--- config.mk ---
export PLATFORM = sky130hd
export DESIGN_NAME = pmbus_id_regs
export DESIGN_NICKNAME = d
export VERILOG_FILES = /design/src/inc/pmbus_id_pkg.sv /design/src/hdl/pmbus_cmd_decode.sv /design/src/hdl/pmbus_id_regs.sv
export VERILOG_INCLUDE_DIRS = /design/src /design/src/inc
export SDC_FILE = /design/constraint.sdc
export NUM_CORES = 1
export LEC_CHECK = 0
export ABC_AREA = 0
export BUFFER_PORTS_ARGS = -buffer_cell sky130_fd_sc_hd__buf_4
export CAP_MARGIN = 10
export CORE_MARGIN = 2
export CORE_UTILIZATION = 35
export CTS_CLUSTER_DIAMETER = 120
export DETAILED_ROUTE_END_ITERATION = 10
export PLACE_DENSITY = 0.62
export SLEW_MARGIN = 20
export SYNTH_ARGS = -nofsm -noshare
export SYNTH_HDL_FRONTEND = slang
export SYNTH_SLANG_ARGS = --single-unit
--- constraint.sdc ---
create_clock -name i_clock -period 5.75 [get_ports i_clock]
set_input_delay 0.575 -clock i_clock [delete_from_list [all_inputs] [get_ports i_clock]]
set_output_delay 0.575 -clock i_clock [all_outputs]
set_load 0.01 [all_outputs]
--- src/inc/pmbus_id_defs.svh ---
// Command codes, field positions, reset values and lengths for the id block
`ifndef PMBUS_ID_DEFS_SVH
`define PMBUS_ID_DEFS_SVH

// Command codes
`define OFS_CLEAR_FAULTS 8'h03
`define OFS_DATE         8'h9d
`define OFS_SERIAL       8'h9e
`define OFS_PART         8'had
`define OFS_REV          8'hae
`define OFS_SCRATCH      8'hb0
`define OFS_ACTION       8'hc4

// Byte counts of each command
`define LEN_NONE    5'h00
`define LEN_DATE    5'h0c
`define LEN_SERIAL  5'h14
`define LEN_PART    5'h08
`define LEN_REV     5'h08
`define LEN_SCRATCH 5'h10
`define LEN_ACTION  5'h01

// Action register field positions
`define ACT_RESP_MSB  7
`define ACT_RESP_LSB  6
`define ACT_RETRY_MSB 5
`define ACT_RETRY_LSB 3
`define ACT_DELAY_MSB 2
`define ACT_DELAY_LSB 0

// Field codes
`define RESP_IGNORE   2'h0
`define RESP_GRACE    2'h1
`define RESP_DISABLE  2'h2
`define RESP_LATCH    2'h3
`define RETRY_NONE    3'h0
`define RETRY_ENDLESS 3'h7

// Reset values
`define ACTION_RESET  8'h00
`define SCRATCH_RESET 128'h0

`endif

--- src/inc/pmbus_id_pkg.sv ---
// Types shared by the id and warning response block
`default_nettype none
package pmbus_id_pkg;

  // One decoded command from the bus front end
  typedef struct packed {
    logic         wr;    // Write or send-byte
    logic         rd;    // Read
    logic [7:0]   cmd;   // Command code
    logic [4:0]   len;   // Write byte count
    logic [159:0] data;  // Write data, low byte first
  } pmbus_req_s;

  // Answer to one command
  typedef struct packed {
    logic         valid;
    logic         ack;
    logic [4:0]   len;
    logic [159:0] data;
  } pmbus_rsp_s;

  // Warning action register layout
  typedef struct packed {
    logic [1:0] resp;
    logic [2:0] retry;
    logic [2:0] delay;
  } action_s;

  typedef enum logic [1:0] {
    ST_RUN     = 2'b00,
    ST_GRACE   = 2'b01,
    ST_HOLDOFF = 2'b10,
    ST_LATCHED = 2'b11
  } resp_state_e;

endpackage
`default_nettype wire

--- src/hdl/pmbus_cmd_decode.sv ---
// Command decode and read-back mux for the id and user data commands
`timescale 1ns/1ps
`default_nettype none
`include "pmbus_id_defs.svh"
module pmbus_cmd_decode #(
  parameter logic [95:0]  DATE_STR   = {12{8'h30}}, // Arbitrary value
  parameter logic [159:0] SERIAL_STR = {20{8'h30}}, // Arbitrary value
  parameter logic [63:0]  PART_STR   = {8{8'h41}},  // Arbitrary value
  parameter logic [63:0]  REV_STR    = {8{8'h42}}   // Arbitrary value
) (
  input  wire logic                  i_clock,    // Clock for checks only
  input  wire logic                  i_rst_b,    // Reset for checks only
  input  wire logic [7:0]            i_cmd,      // Command code
  input  wire logic [127:0]          i_scratch,  // Stored user bytes
  input  wire pmbus_id_pkg::action_s i_action,   // Stored action
  output var  logic                  o_known,    // Command exists
  output var  logic                  o_readable, // Command can be read
  output var  logic                  o_writable, // Command can be written
  output var  logic [4:0]            o_len,      // Byte count
  output var  logic [159:0]          o_rdata     // Read value
);
  import pmbus_id_pkg::*;

  // Map each command to its length, access and value
  always_comb begin
    o_known    = 1'b1;
    o_readable = 1'b1;
    o_writable = 1'b0;
    o_len      = `LEN_NONE;
    o_rdata    = 160'h0;
    case (i_cmd)
      `OFS_DATE: begin
        o_len   = `LEN_DATE;
        o_rdata = {64'h0, DATE_STR};
      end
      `OFS_SERIAL: begin
        o_len   = `LEN_SERIAL;
        o_rdata = SERIAL_STR;
      end
      `OFS_PART: begin
        o_len   = `LEN_PART;
        o_rdata = {96'h0, PART_STR};
      end
      `OFS_REV: begin
        o_len   = `LEN_REV;
        o_rdata = {96'h0, REV_STR};
      end
      `OFS_SCRATCH: begin
        o_len      = `LEN_SCRATCH;
        o_writable = 1'b1;
        o_rdata    = {32'h0, i_scratch};
      end
      `OFS_ACTION: begin
        o_len      = `LEN_ACTION;
        o_writable = 1'b1;
        o_rdata    = {152'h0, i_action};
      end
      `OFS_CLEAR_FAULTS: begin
        o_readable = 1'b0;
        o_writable = 1'b1;
      end
      default: begin
        o_known = 1'b0;
      end
    endcase
  end

  // Scratch reads reflect the stored bytes
  a_scratch_mux: assert property (
    @(posedge i_clock) disable iff (!i_rst_b)
    i_cmd == `OFS_SCRATCH |-> o_rdata[127:0] == i_scratch && o_writable)
    else $error("scratch read-back mux wrong");

endmodule
`default_nettype wire

--- src/hdl/pmbus_id_regs.sv ---
// Id and user data commands with the input overvoltage warning response
`timescale 1ns/1ps
`default_nettype none
`include "pmbus_id_defs.svh"
module pmbus_id_regs #(
  parameter logic [95:0]  DATE_STR   = {12{8'h30}}, // Arbitrary value
  parameter logic [159:0] SERIAL_STR = {20{8'h30}}, // Arbitrary value
  parameter logic [63:0]  PART_STR   = {8{8'h41}},  // Arbitrary value
  parameter logic [63:0]  REV_STR    = {8{8'h42}}   // Arbitrary value
) (
  input  wire logic                     i_clock,          // 100 MHz clock
  input  wire logic                     i_rst_b,          // Sync reset, low
  input  wire pmbus_id_pkg::pmbus_req_s i_req,            // Command request
  output var  pmbus_id_pkg::pmbus_rsp_s o_rsp,            // Command answer
  input  wire logic [15:0]              i_unit_cycles,    // Cycles per unit
  input  wire logic                     i_warn,           // Warning level
  input  wire logic                     i_output_on_cmd,  // Output wanted
  input  wire logic                     i_clear_warn_bit, // Status bit clear
  input  wire logic                     i_other_shutdown, // Other fault off
  output var  logic                     o_output_enable,  // Output allowed
  output var  logic                     o_warn_status,    // Sticky warning
  output var  pmbus_id_pkg::resp_state_e o_resp_state     // Response state
);
  import pmbus_id_pkg::*;

  logic          known;
  logic          readable;
  logic          writable;
  logic [4:0]    want_len;
  logic [159:0]  rdata;
  logic          rd_ok;
  logic          wr_ok;
  logic          clear_faults;
  logic [127:0]  scratch_ff;
  action_s       action_ff;
  pmbus_rsp_s    rsp_ff;
  logic          warn_d_ff;
  logic          cmd_d_ff;
  logic          warn_rise;
  logic          cmd_rise;
  logic          cmd_fall;
  logic [15:0]   unit_eff;
  logic [22:0]   total_m1;
  resp_state_e   state_ff;
  resp_state_e   nxt_state;
  logic [22:0]   timer_ff;
  logic [22:0]   nxt_timer;
  logic [2:0]    tries_ff;
  logic [2:0]    nxt_tries;
  logic          enable_ff;
  logic          status_ff;

  // Command decode and read values
  pmbus_cmd_decode #(
    .DATE_STR   (DATE_STR),
    .SERIAL_STR (SERIAL_STR),
    .PART_STR   (PART_STR),
    .REV_STR    (REV_STR)
  ) u_decode (
    .i_clock    (i_clock),
    .i_rst_b    (i_rst_b),
    .i_cmd      (i_req.cmd),
    .i_scratch  (scratch_ff),
    .i_action   (action_ff),
    .o_known    (known),
    .o_readable (readable),
    .o_writable (writable),
    .o_len      (want_len),
    .o_rdata    (rdata)
  );

  // Accept checks; a write must carry the exact byte count
  assign rd_ok = i_req.rd & known & readable;
  assign wr_ok = i_req.wr & known & writable & (i_req.len == want_len);
  assign clear_faults = wr_ok & (i_req.cmd == `OFS_CLEAR_FAULTS);

  // Scratch storage
  always_ff @(posedge i_clock) begin
    if (!i_rst_b) begin
      scratch_ff <= `SCRATCH_RESET;
    end else if (wr_ok && i_req.cmd == `OFS_SCRATCH) begin
      scratch_ff <= i_req.data[127:0];
    end
  end

  // Warning action register
  always_ff @(posedge i_clock) begin
    if (!i_rst_b) begin
      action_ff <= `ACTION_RESET;
    end else if (wr_ok && i_req.cmd == `OFS_ACTION) begin
      action_ff <= i_req.data[7:0];
    end
  end

  // Answer one cycle after each request; writes win over reads
  always_ff @(posedge i_clock) begin
    if (!i_rst_b) begin
      rsp_ff <= '0;
    end else begin
      rsp_ff.valid <= i_req.rd | i_req.wr;
      rsp_ff.ack   <= i_req.wr ? wr_ok : rd_ok;
      rsp_ff.len   <= (!i_req.wr && rd_ok) ? want_len : `LEN_NONE;
      rsp_ff.data  <= (!i_req.wr && rd_ok) ? rdata : 160'h0;
    end
  end
  assign o_rsp = rsp_ff;

  // Edge detectors on same-clock inputs
  always_ff @(posedge i_clock) begin
    if (!i_rst_b) begin
      warn_d_ff <= 1'b0;
      cmd_d_ff  <= 1'b0;
    end else begin
      warn_d_ff <= i_warn;
      cmd_d_ff  <= i_output_on_cmd;
    end
  end
  assign warn_rise = i_warn & ~warn_d_ff;
  assign cmd_rise  = i_output_on_cmd & ~cmd_d_ff;
  assign cmd_fall  = ~i_output_on_cmd & cmd_d_ff;

  // Delay length: unit from the timing setting, scaled by two to the code
  assign unit_eff = (i_unit_cycles == 16'h0) ? 16'h1 : i_unit_cycles;
  assign total_m1 = 23'(({7'h0, unit_eff} << action_ff.delay) - 23'd1);

  // Response sequencer
  always_comb begin
    nxt_state = state_ff;
    nxt_tries = tries_ff;
    nxt_timer = (timer_ff != 23'h0) ? 23'(timer_ff - 23'd1) : timer_ff;
    unique case (state_ff)
      ST_RUN: begin
        if (warn_rise) begin
          unique case (action_ff.resp)
            `RESP_IGNORE: begin
              nxt_state = ST_RUN;
            end
            `RESP_GRACE: begin
              nxt_state = ST_GRACE;
              nxt_timer = total_m1;
            end
            `RESP_DISABLE: begin
              nxt_tries = 3'h0;
              nxt_timer = total_m1;
              nxt_state = (action_ff.retry == `RETRY_NONE) ?
                          ST_LATCHED : ST_HOLDOFF;
            end
            `RESP_LATCH: begin
              nxt_state = ST_LATCHED;
            end
          endcase
        end
      end
      ST_GRACE: begin
        if (cmd_fall) begin
          nxt_state = ST_RUN;
        end else if (timer_ff == 23'h0) begin
          nxt_tries = 3'h0;
          nxt_timer = total_m1;
          if (!i_warn) begin
            nxt_state = ST_RUN;
          end else begin
            nxt_state = (action_ff.retry == `RETRY_NONE) ?
                        ST_LATCHED : ST_HOLDOFF;
          end
        end
      end
      ST_HOLDOFF: begin
        if (cmd_fall || i_other_shutdown) begin
          nxt_state = ST_RUN;
        end else if (timer_ff == 23'h0) begin
          if (!i_warn) begin
            nxt_state = ST_RUN;
          end else if (action_ff.retry == `RETRY_ENDLESS ||
                       3'(tries_ff + 3'd1) < action_ff.retry) begin
            nxt_tries = 3'(tries_ff + 3'd1);
            nxt_timer = total_m1;
          end else begin
            nxt_state = ST_LATCHED;
          end
        end
      end
      ST_LATCHED: begin
        if (clear_faults || i_clear_warn_bit || cmd_rise) begin
          nxt_state = ST_RUN;
        end
      end
    endcase
  end

  // Sequencer state
  always_ff @(posedge i_clock) begin
    if (!i_rst_b) begin
      state_ff <= ST_RUN;
      timer_ff <= 23'h0;
      tries_ff <= 3'h0;
    end else begin
      state_ff <= nxt_state;
      timer_ff <= nxt_timer;
      tries_ff <= nxt_tries;
    end
  end

  // Output allowed only while running or in the grace delay
  always_ff @(posedge i_clock) begin
    if (!i_rst_b) begin
      enable_ff <= 1'b0;
    end else begin
      enable_ff <= i_output_on_cmd &
                   (nxt_state == ST_RUN || nxt_state == ST_GRACE);
    end
  end

  // Sticky warning flag; a new warning wins over a clear
  always_ff @(posedge i_clock) begin
    if (!i_rst_b) begin
      status_ff <= 1'b0;
    end else if (warn_rise) begin
      status_ff <= 1'b1;
    end else if (clear_faults || i_clear_warn_bit) begin
      status_ff <= 1'b0;
    end
  end

  assign o_output_enable = enable_ff;
  assign o_warn_status   = status_ff;
  assign o_resp_state    = state_ff;

  a_ignore_keeps_on: assert property (
    @(posedge i_clock) disable iff (!i_rst_b)
    state_ff == ST_RUN && warn_rise && action_ff.resp == `RESP_IGNORE &&
    i_output_on_cmd |=> o_output_enable && state_ff == ST_RUN)
    else $error("ignore response interrupted output");

  a_grace_then_run: assert property (
    @(posedge i_clock) disable iff (!i_rst_b)
    state_ff == ST_GRACE && timer_ff == 23'h0 && !i_warn && !cmd_fall
    |=> state_ff == ST_RUN)
    else $error("grace delay did not return to run");

  a_disable_now: assert property (
    @(posedge i_clock) disable iff (!i_rst_b)
    state_ff == ST_RUN && warn_rise && action_ff.resp == `RESP_DISABLE
    |=> !o_output_enable)
    else $error("disable response left output on");

  a_latch_holds: assert property (
    @(posedge i_clock) disable iff (!i_rst_b)
    state_ff == ST_LATCHED && !clear_faults && !i_clear_warn_bit && !cmd_rise
    |=> state_ff == ST_LATCHED && !o_output_enable)
    else $error("latched fault released without clear");

  a_onoff_clears: assert property (
    @(posedge i_clock) disable iff (!i_rst_b)
    state_ff == ST_LATCHED && i_output_on_cmd && !cmd_d_ff
    |=> state_ff == ST_RUN ##1 o_output_enable || !i_output_on_cmd)
    else $error("off-on command did not clear latch");

  a_no_retry: assert property (
    @(posedge i_clock) disable iff (!i_rst_b)
    state_ff == ST_RUN && warn_rise && action_ff.resp == `RESP_DISABLE &&
    action_ff.retry == `RETRY_NONE |=> state_ff == ST_LATCHED)
    else $error("zero retry did not latch off");

  a_tries_used: assert property (
    @(posedge i_clock) disable iff (!i_rst_b)
    state_ff == ST_HOLDOFF && timer_ff == 23'h0 && i_warn && !cmd_fall &&
    !i_other_shutdown && action_ff.retry != `RETRY_ENDLESS &&
    3'(tries_ff + 3'd1) >= action_ff.retry |=> state_ff == ST_LATCHED)
    else $error("retry limit not enforced");

  a_spacing_load: assert property (
    @(posedge i_clock) disable iff (!i_rst_b)
    state_ff == ST_HOLDOFF && nxt_state == ST_HOLDOFF && timer_ff == 23'h0
    |=> timer_ff == $past(total_m1))
    else $error("restart spacing not reloaded");

  a_date_read: assert property (
    @(posedge i_clock) disable iff (!i_rst_b)
    i_req.rd && !i_req.wr && i_req.cmd == `OFS_DATE
    |=> o_rsp.ack && o_rsp.len == `LEN_DATE && o_rsp.data[95:0] == DATE_STR)
    else $error("date read wrong");

  a_serial_read: assert property (
    @(posedge i_clock) disable iff (!i_rst_b)
    i_req.rd && !i_req.wr && i_req.cmd == `OFS_SERIAL
    |=> o_rsp.ack && o_rsp.len == `LEN_SERIAL && o_rsp.data == SERIAL_STR)
    else $error("serial read wrong");

  a_scratch_store: assert property (
    @(posedge i_clock) disable iff (!i_rst_b)
    i_req.wr && i_req.cmd == `OFS_SCRATCH && i_req.len == `LEN_SCRATCH
    |=> o_rsp.ack && scratch_ff == $past(i_req.data[127:0]))
    else $error("scratch write lost");

  a_endless_retry: assert property (
    @(posedge i_clock) disable iff (!i_rst_b)
    state_ff == ST_HOLDOFF && action_ff.retry == `RETRY_ENDLESS && i_warn &&
    !cmd_fall && !i_other_shutdown |=> state_ff == ST_HOLDOFF)
    else $error("endless retry stopped");

  a_delay_scale: assert property (
    @(posedge i_clock) disable iff (!i_rst_b)
    i_unit_cycles == 16'h1 && action_ff.delay == 3'h7 |-> total_m1 == 23'd127)
    else $error("delay code scaling wrong");

  a_part_read: assert property (
    @(posedge i_clock) disable iff (!i_rst_b)
    i_req.rd && !i_req.wr && i_req.cmd == `OFS_PART
    |=> o_rsp.ack && o_rsp.len == `LEN_PART && o_rsp.data[63:0] == PART_STR)
    else $error("part read wrong");

endmodule
`default_nettype wire

Word-level counts from Yosys, hierarchy flattened
Index checks and enable logic that the tools add are counted.

storage, ports and cells
  bits in registers = 335
  input bits = 197
  output and inout bits = 171
  logic and storage cells = 122

operators by class
  $add $sub $neg = 3
  order comparisons = 1
  equality and inequality tests = 24
  shift-type cells = 1
  mux-type cells = 40
  bitwise logic cells = 14
  reductions and logical operators = 24

operators with widths
  operator                 number
  $pmux W158 S6            1
  $mux W23                 9
  $pmux W23 S3             1
  $eq A8 B8 Y1 const B     6
  $sub A23 B1 Y23 const B  2
  $pmux W5 S5              1
  $mux W3                  8
  $logic_not A23 Y1        1
  $reduce_bool A23 Y1      1
  $shl A16 B3 Y23          1
  $mux W2                  9
  $logic_not A16 Y1        1
  $mux W16                 1
  $pmux W2 S4              2
  $ne A2 B2 Y1 const B     7
  $and A1 B1 Y1            10
  $pmux W3 S3              1
  $reduce_and A9 Y1        1
  $eq A2 B2 Y1 const B     4
  $eq A8 B2 Y1 const B     1
  $mux W1                  7
  $reduce_or A7 Y1         1
  $eq A2 B1 Y1 const B     3
  $logic_not A2 Y1         3
  16 further kinds         25

Longest topological paths before layout
  depth in word-level cells = 14
  gate-level depth with buffers = 13
  depth with buffers taken out = 11

By module
From an unflattened synthesis, not the netlist that was laid out.

second synthesis, totals
  cell total of the unflattened synthesis = 1600
  area, all modules = 14302.5 µm²

modules (own cells, without submodules)
  module            times used  cells each  area an instance (µm²)  sequential area each (µm²)
  pmbus_id_regs     1           1395        12827.3                 6706.4
  pmbus_cmd_decode  1           205         1475.2                  0.0

Worst setup path after synthesis
Ideal clock, no wire load.

  path kind = input-to-reg
  from = input port i_unit_cycles[1]
  to = register timer_ff[12]
  library setup time = 0.079 ns
  arrival = 2.923 ns
  required time = 5.671 ns
  slack = 2.748 ns
  cell stages on the path = 11
  buffers on the path = 0
  path through = nor4_1 -> and2_1 -> a21oi_1 -> or4_1 -> ha_1 -> o221ai_1 -> a211o_1 -> or2_2 -> nor4_1 -> or4_1 -> o211ai_1

between the ends
  cells in the longest elaborated chain, start to end = 9
  elaborated cells on any way between the ends = 13
  those cells by class = 1 x add/sub; 1 x shift; 10 x mux; 1 x reduce/logical

RTL lines
  what                  RTL line              RTL
  start, declared       pmbus_id_regs.sv:15   input wire logic [15:0] i_unit_cycles,
  $logic_not A16 Y1     pmbus_id_regs.sv:123  assign unit_eff = (i_unit_cycles == 16'h0) ? 16'h1 : i_unit_cycles;
  $mux W16 (*)          pmbus_id_regs.sv:123
  $shl A16 B3 Y23 (*)   pmbus_id_regs.sv:124  assign total_m1 = 23'(({7'h0, unit_eff} << action_ff.delay) - 23'd1);
  $sub A23 B1 Y23 (*)   pmbus_id_regs.sv:124
  $mux W23              pmbus_id_regs.sv:174  end else if (action_ff.retry == `RETRY_ENDLESS ||
  $mux W23              pmbus_id_regs.sv:172  if (!i_warn) begin
  $mux W23              pmbus_id_regs.sv:171  end else if (timer_ff == 23'h0) begin
  $mux W23              pmbus_id_regs.sv:169  if (cmd_fall || i_other_shutdown) begin
  $pmux W23 S3 (*)      pmbus_id_regs.sv:131  unique case (state_ff)
  end signal, assigned  pmbus_id_regs.sv:199  timer_ff <= nxt_timer;
  end, declared         pmbus_id_regs.sv:46   logic [22:0] timer_ff;

Mark *: on every way between the ends. The rest lies on a longest branch, timed or not.
A chain may end at the register's enable or synchronous reset.

Final worst setup path
  from = input port i_req[171] (netlist name)
  to = register scratch_ff[5]

between the ends
  cells in the longest elaborated chain, start to end = 7
  elaborated cells on any way between the ends = 18
  those cells by class = 8 x eq/ne; 3 x mux; 3 x bitwise; 4 x reduce/logical

RTL lines
  what                                                  RTL line             RTL
  start, declared                                       pmbus_id_regs.sv:13  input wire pmbus_id_pkg::pmbus_req_s i_req,
  branches (longest 6 deep; another with $eq A8 B8 Y1)  -
  $logic_and A1 B1 Y1 (no line) (*)                     -
  end signal, assigned                                  pmbus_id_regs.sv:80  scratch_ff <= `SCRATCH_RESET;
  end signal, assigned                                  pmbus_id_regs.sv:82  scratch_ff <= i_req.data[127:0];
  end, declared                                         pmbus_id_regs.sv:34  logic [127:0] scratch_ff;

Every way passes the cells marked *.

==> impl_metrics.env <==
export IMPL_clk_insertion_delay_late_ns=0.51
export IMPL_fin_setup_tns_ns=0
export IMPL_postLayoutCellArea_um2=15900
export IMPL_synth_area_leaders="dfxtp_1 (50%), nand2_1 (11%), a21oi_1 (8.3%)"
export IMPL_drive_gt1_share_pct=24.4
export IMPL_chipHeight_um=191
export IMPL_crit_chain="buf_4, nor4bb_1, and4_1, nor2_1, xnor2_1, nor4_2, and2_4, buf_4, nand2_1, a21oi_1"
export IMPL_ys_types=76
export IMPL_synth_mux_area_share_pct=4.56
export IMPL_synth_fa_ha_area_share_pct=0.716
export IMPL_yosysSeqAreaShare_pct=49.6
export IMPL_cp_end_kind="register"
export IMPL_gr_total_overflow=0
export IMPL_grt_usage_pct=18.7
export IMPL_synth_area_um2=12200
export IMPL_slowest_delay_ns=0.70
export IMPL_synthSimpleGateAreaFrac_pct=22.8
export IMPL_cp_slowest_cell="and2_4"
export IMPL_synth_top_family_by_area="simple AND/OR/NAND/NOR gates"
export IMPL_wire_per_inst_um=16.3
export IMPL_postCtsSetupBuffers=0
export IMPL_dp_hpwl_um=24400
export IMPL_cp_depth=10
export IMPL_initial_utilization_pct=35.5
export IMPL_cts_root_buffer="clkbuf_16"
export IMPL_finalCritPeriodShare_pct=66.1
export IMPL_cts_hold_buf=0
export IMPL_clock_skew_ns=0.0120
export IMPL_clk_pin_slew_ns=0.05
export IMPL_rsz0062_at_grt="no"
export IMPL_most_common_layout_cells="nand2_1 (346), buf_4 (325), dfxtp_1 (303)"
export IMPL_cp_data_required_time_ns=6.18
export IMPL_dieArea_um2=36500
export IMPL_grt_pass1_wl_um=54200
export IMPL_ff2ff_path_depth=9
export IMPL_areaGrowthSynthToFinish_pct=30.2
export IMPL_cts_repair_resized=0
export IMPL_path_common_cell="buf_4"
export IMPL_ys_seq_elements=303
export IMPL_clk_path_buf_depth=3
export IMPL_power_density_nw_per_um2=323
export IMPL_finalMaxSlewViolations=0
export IMPL_synthXorXnorAreaFrac_pct=2.36
export IMPL_worstPathArrival_ns=4.23
export IMPL_setup_viol=0
export IMPL_fillerInstances=3375
export IMPL_path_buf_inv=2
export IMPL_grt_max_degree=86
export IMPL_numClockSinks=303
export IMPL_drt_vias_per_instance=4.88
export IMPL_fmax_ghz=0.263
export IMPL_hold_worst_slack_ns=0.289
export IMPL_place_area_um2=14700
export IMPL_whs_path_depth=3
export IMPL_p_leak_nw=6.33
export IMPL_peakVddDrop_v=0.000251
export IMPL_outcome="complete, no violations"
export IMPL_yosysWarnings=0
export IMPL_synth_flop_cell="dfxtp_1"
export IMPL_final_hold_violation_count=0
export IMPL_synth_async_reset_ratio_pct=0
export IMPL_vias=10600
export IMPL_die_w_um=191
export IMPL_postSynthCellCount=1431
export IMPL_detail_route_antenna_nets=0
export IMPL_yosysTopAreaCell="dfxtp_1"
export IMPL_portBuffers=310
export IMPL_first_pass_iters=5
export IMPL_crit_path_max_fanout=55
export IMPL_max_slew_worst_pin_slew_ns=1.01
export IMPL_drc=0
export IMPL_io_pins=368
export IMPL_dp_cells=2109
export IMPL_synth_compound_area_share_pct=14.2
export IMPL_cts_buffers=36
export IMPL_yosys_area_top_type_share_pct=49.6
export IMPL_antenna_found_initial=3
export IMPL_routed_wl_um=35300
export IMPL_crit_type="primary input to register"
export IMPL_slew_headroom_pct=32.7
export IMPL_drt_iter0_markers=445
export IMPL_cts_tree="done"
export IMPL_htreeDepth=2
export IMPL_grt_pass1_vias=9878
export IMPL_avgSynthCellArea_um2=8.55
export IMPL_fin_crit_ns=3.80
export IMPL_gp_congestion=0.845
export IMPL_cap_violations=0
export IMPL_layout_commonest_cell="nand2_1"
export IMPL_hold_path_class="primary input to register"
export IMPL_instances_no_fill=2172
export IMPL_path_delay_family="simple AND/OR/NAND/NOR gates"
export IMPL_crit_path_start_kind="primary input"
export IMPL_core_um2=34500
export IMPL_synth_edf_count=0
export IMPL_nNetsFinal=1896
export IMPL_fp_row_count=68
[synthesized netlist by cell type, types with 3 or more instances]
library cell  number
buf_6              3
clkbuf_1          64
nand3b_1           3
and2_1            77
a211oi_1           7
or3_1              4
mux2i_1           28
nand2b_1           9
xnor2_1           20
ha_1               7
nor3_1            20
inv_1             13
o21a_1            11
nand3_1           10
a21oi_1          203
a31oi_1            9
o21ai_0           22
a22o_1             5
nor3b_1            6
mux4_2             5
nand2_1          347
and3_1             5
buf_2             21
buf_1              3
nor2b_1            9
nor2_1            69
nor4b_1            5
xor2_1            13
o31ai_1            4
buf_4             34
nand4_1            8
or2_2              3
dfxtp_1          303
mux2_2             8
nor4_1            14
or4_1              4
[stage by stage]
step                power, mW  utilization [%]  setup slack (ns)
floorplan                2.66                -              2.75
global placement         2.83             42.7              1.44
detailed placement       2.84             42.7              1.33
CTS                      5.22             46.3              1.86
global route             5.38             46.3              1.63
finish                   5.16             46.3              1.95
[worst register-to-register path: stages (launching register included)]
cell      delay, ns
dfxtp_1        0.62
buf_4          0.38
mux4_2         0.56
mux2_2         0.27
a41o_1         0.25
nand2b_1       0.34
nor4_4         0.52
nand2_1        0.12
xnor2_1        0.25
a21oi_1        0.10
[cells by family after synthesis]
group / after synthesis
and+or+nand+nor: 605
DFF: 303
AOI/OAI and AO/OA: 298
buffers and inverters: 140
muxes: 44
xor gates and xnor gates: 33
adders and majority gates: 7
other: 1
[registers in the layout, summed over array words and instances (netlist names)]
register         count
warn_d_ff            1
timer_ff            23
o_output_enable      1
o_warn_status        1
o_rsp              135
cmd_d_ff             1
tries_ff             3
scratch_ff         128
o_resp_state         2
action_ff            8
[routing by layer]
metal	global-route usage, %	part of all wire (%)
met3	4.37	6.8
met1	24.1	43
met4	5.25	2.1
met2	31.1	48
met5	0	0.065
[final cells by class]
cell class / count / area (um^2) / share of cell area (%)
Clock inverter: 16 / 228 / 1.43
Tap cell: 455 / 569 / 3.57
Sequential cell: 303 / 6070 / 38.1
Antenna cell: 1 / 2.50 / 0.0157
Timing Repair Buffer: 325 / 2440 / 15.3
Multi-Input combinational cell: 1012 / 5570 / 34.9
Inverter: 14 / 55.1 / 0.345
Clock buffer: 46 / 1010 / 6.34
[final timing paths]
path / to / from / slack, ns
worst max-delay path: scratch_ff[5] / i_req[171] / 1.95
worst min-delay path: o_rsp[166] / i_req[173] / 0.29
worst max register to register: timer_ff[18] / action_ff[0] / 2.18
worst min register to register: scratch_ff[15] / scratch_ff[15] / 0.45
[report_power, final]
part / leakage, nW / internal (mW) / total [mW] / switching [mW]
registers: 2.44 / 2.15 / 2.20 / 0.0469
logic: 3.28 / 0.275 / 0.601 / 0.326
clock network: 0.602 / 1.47 / 2.36 / 0.887
(Power assumes the default switching activity.)
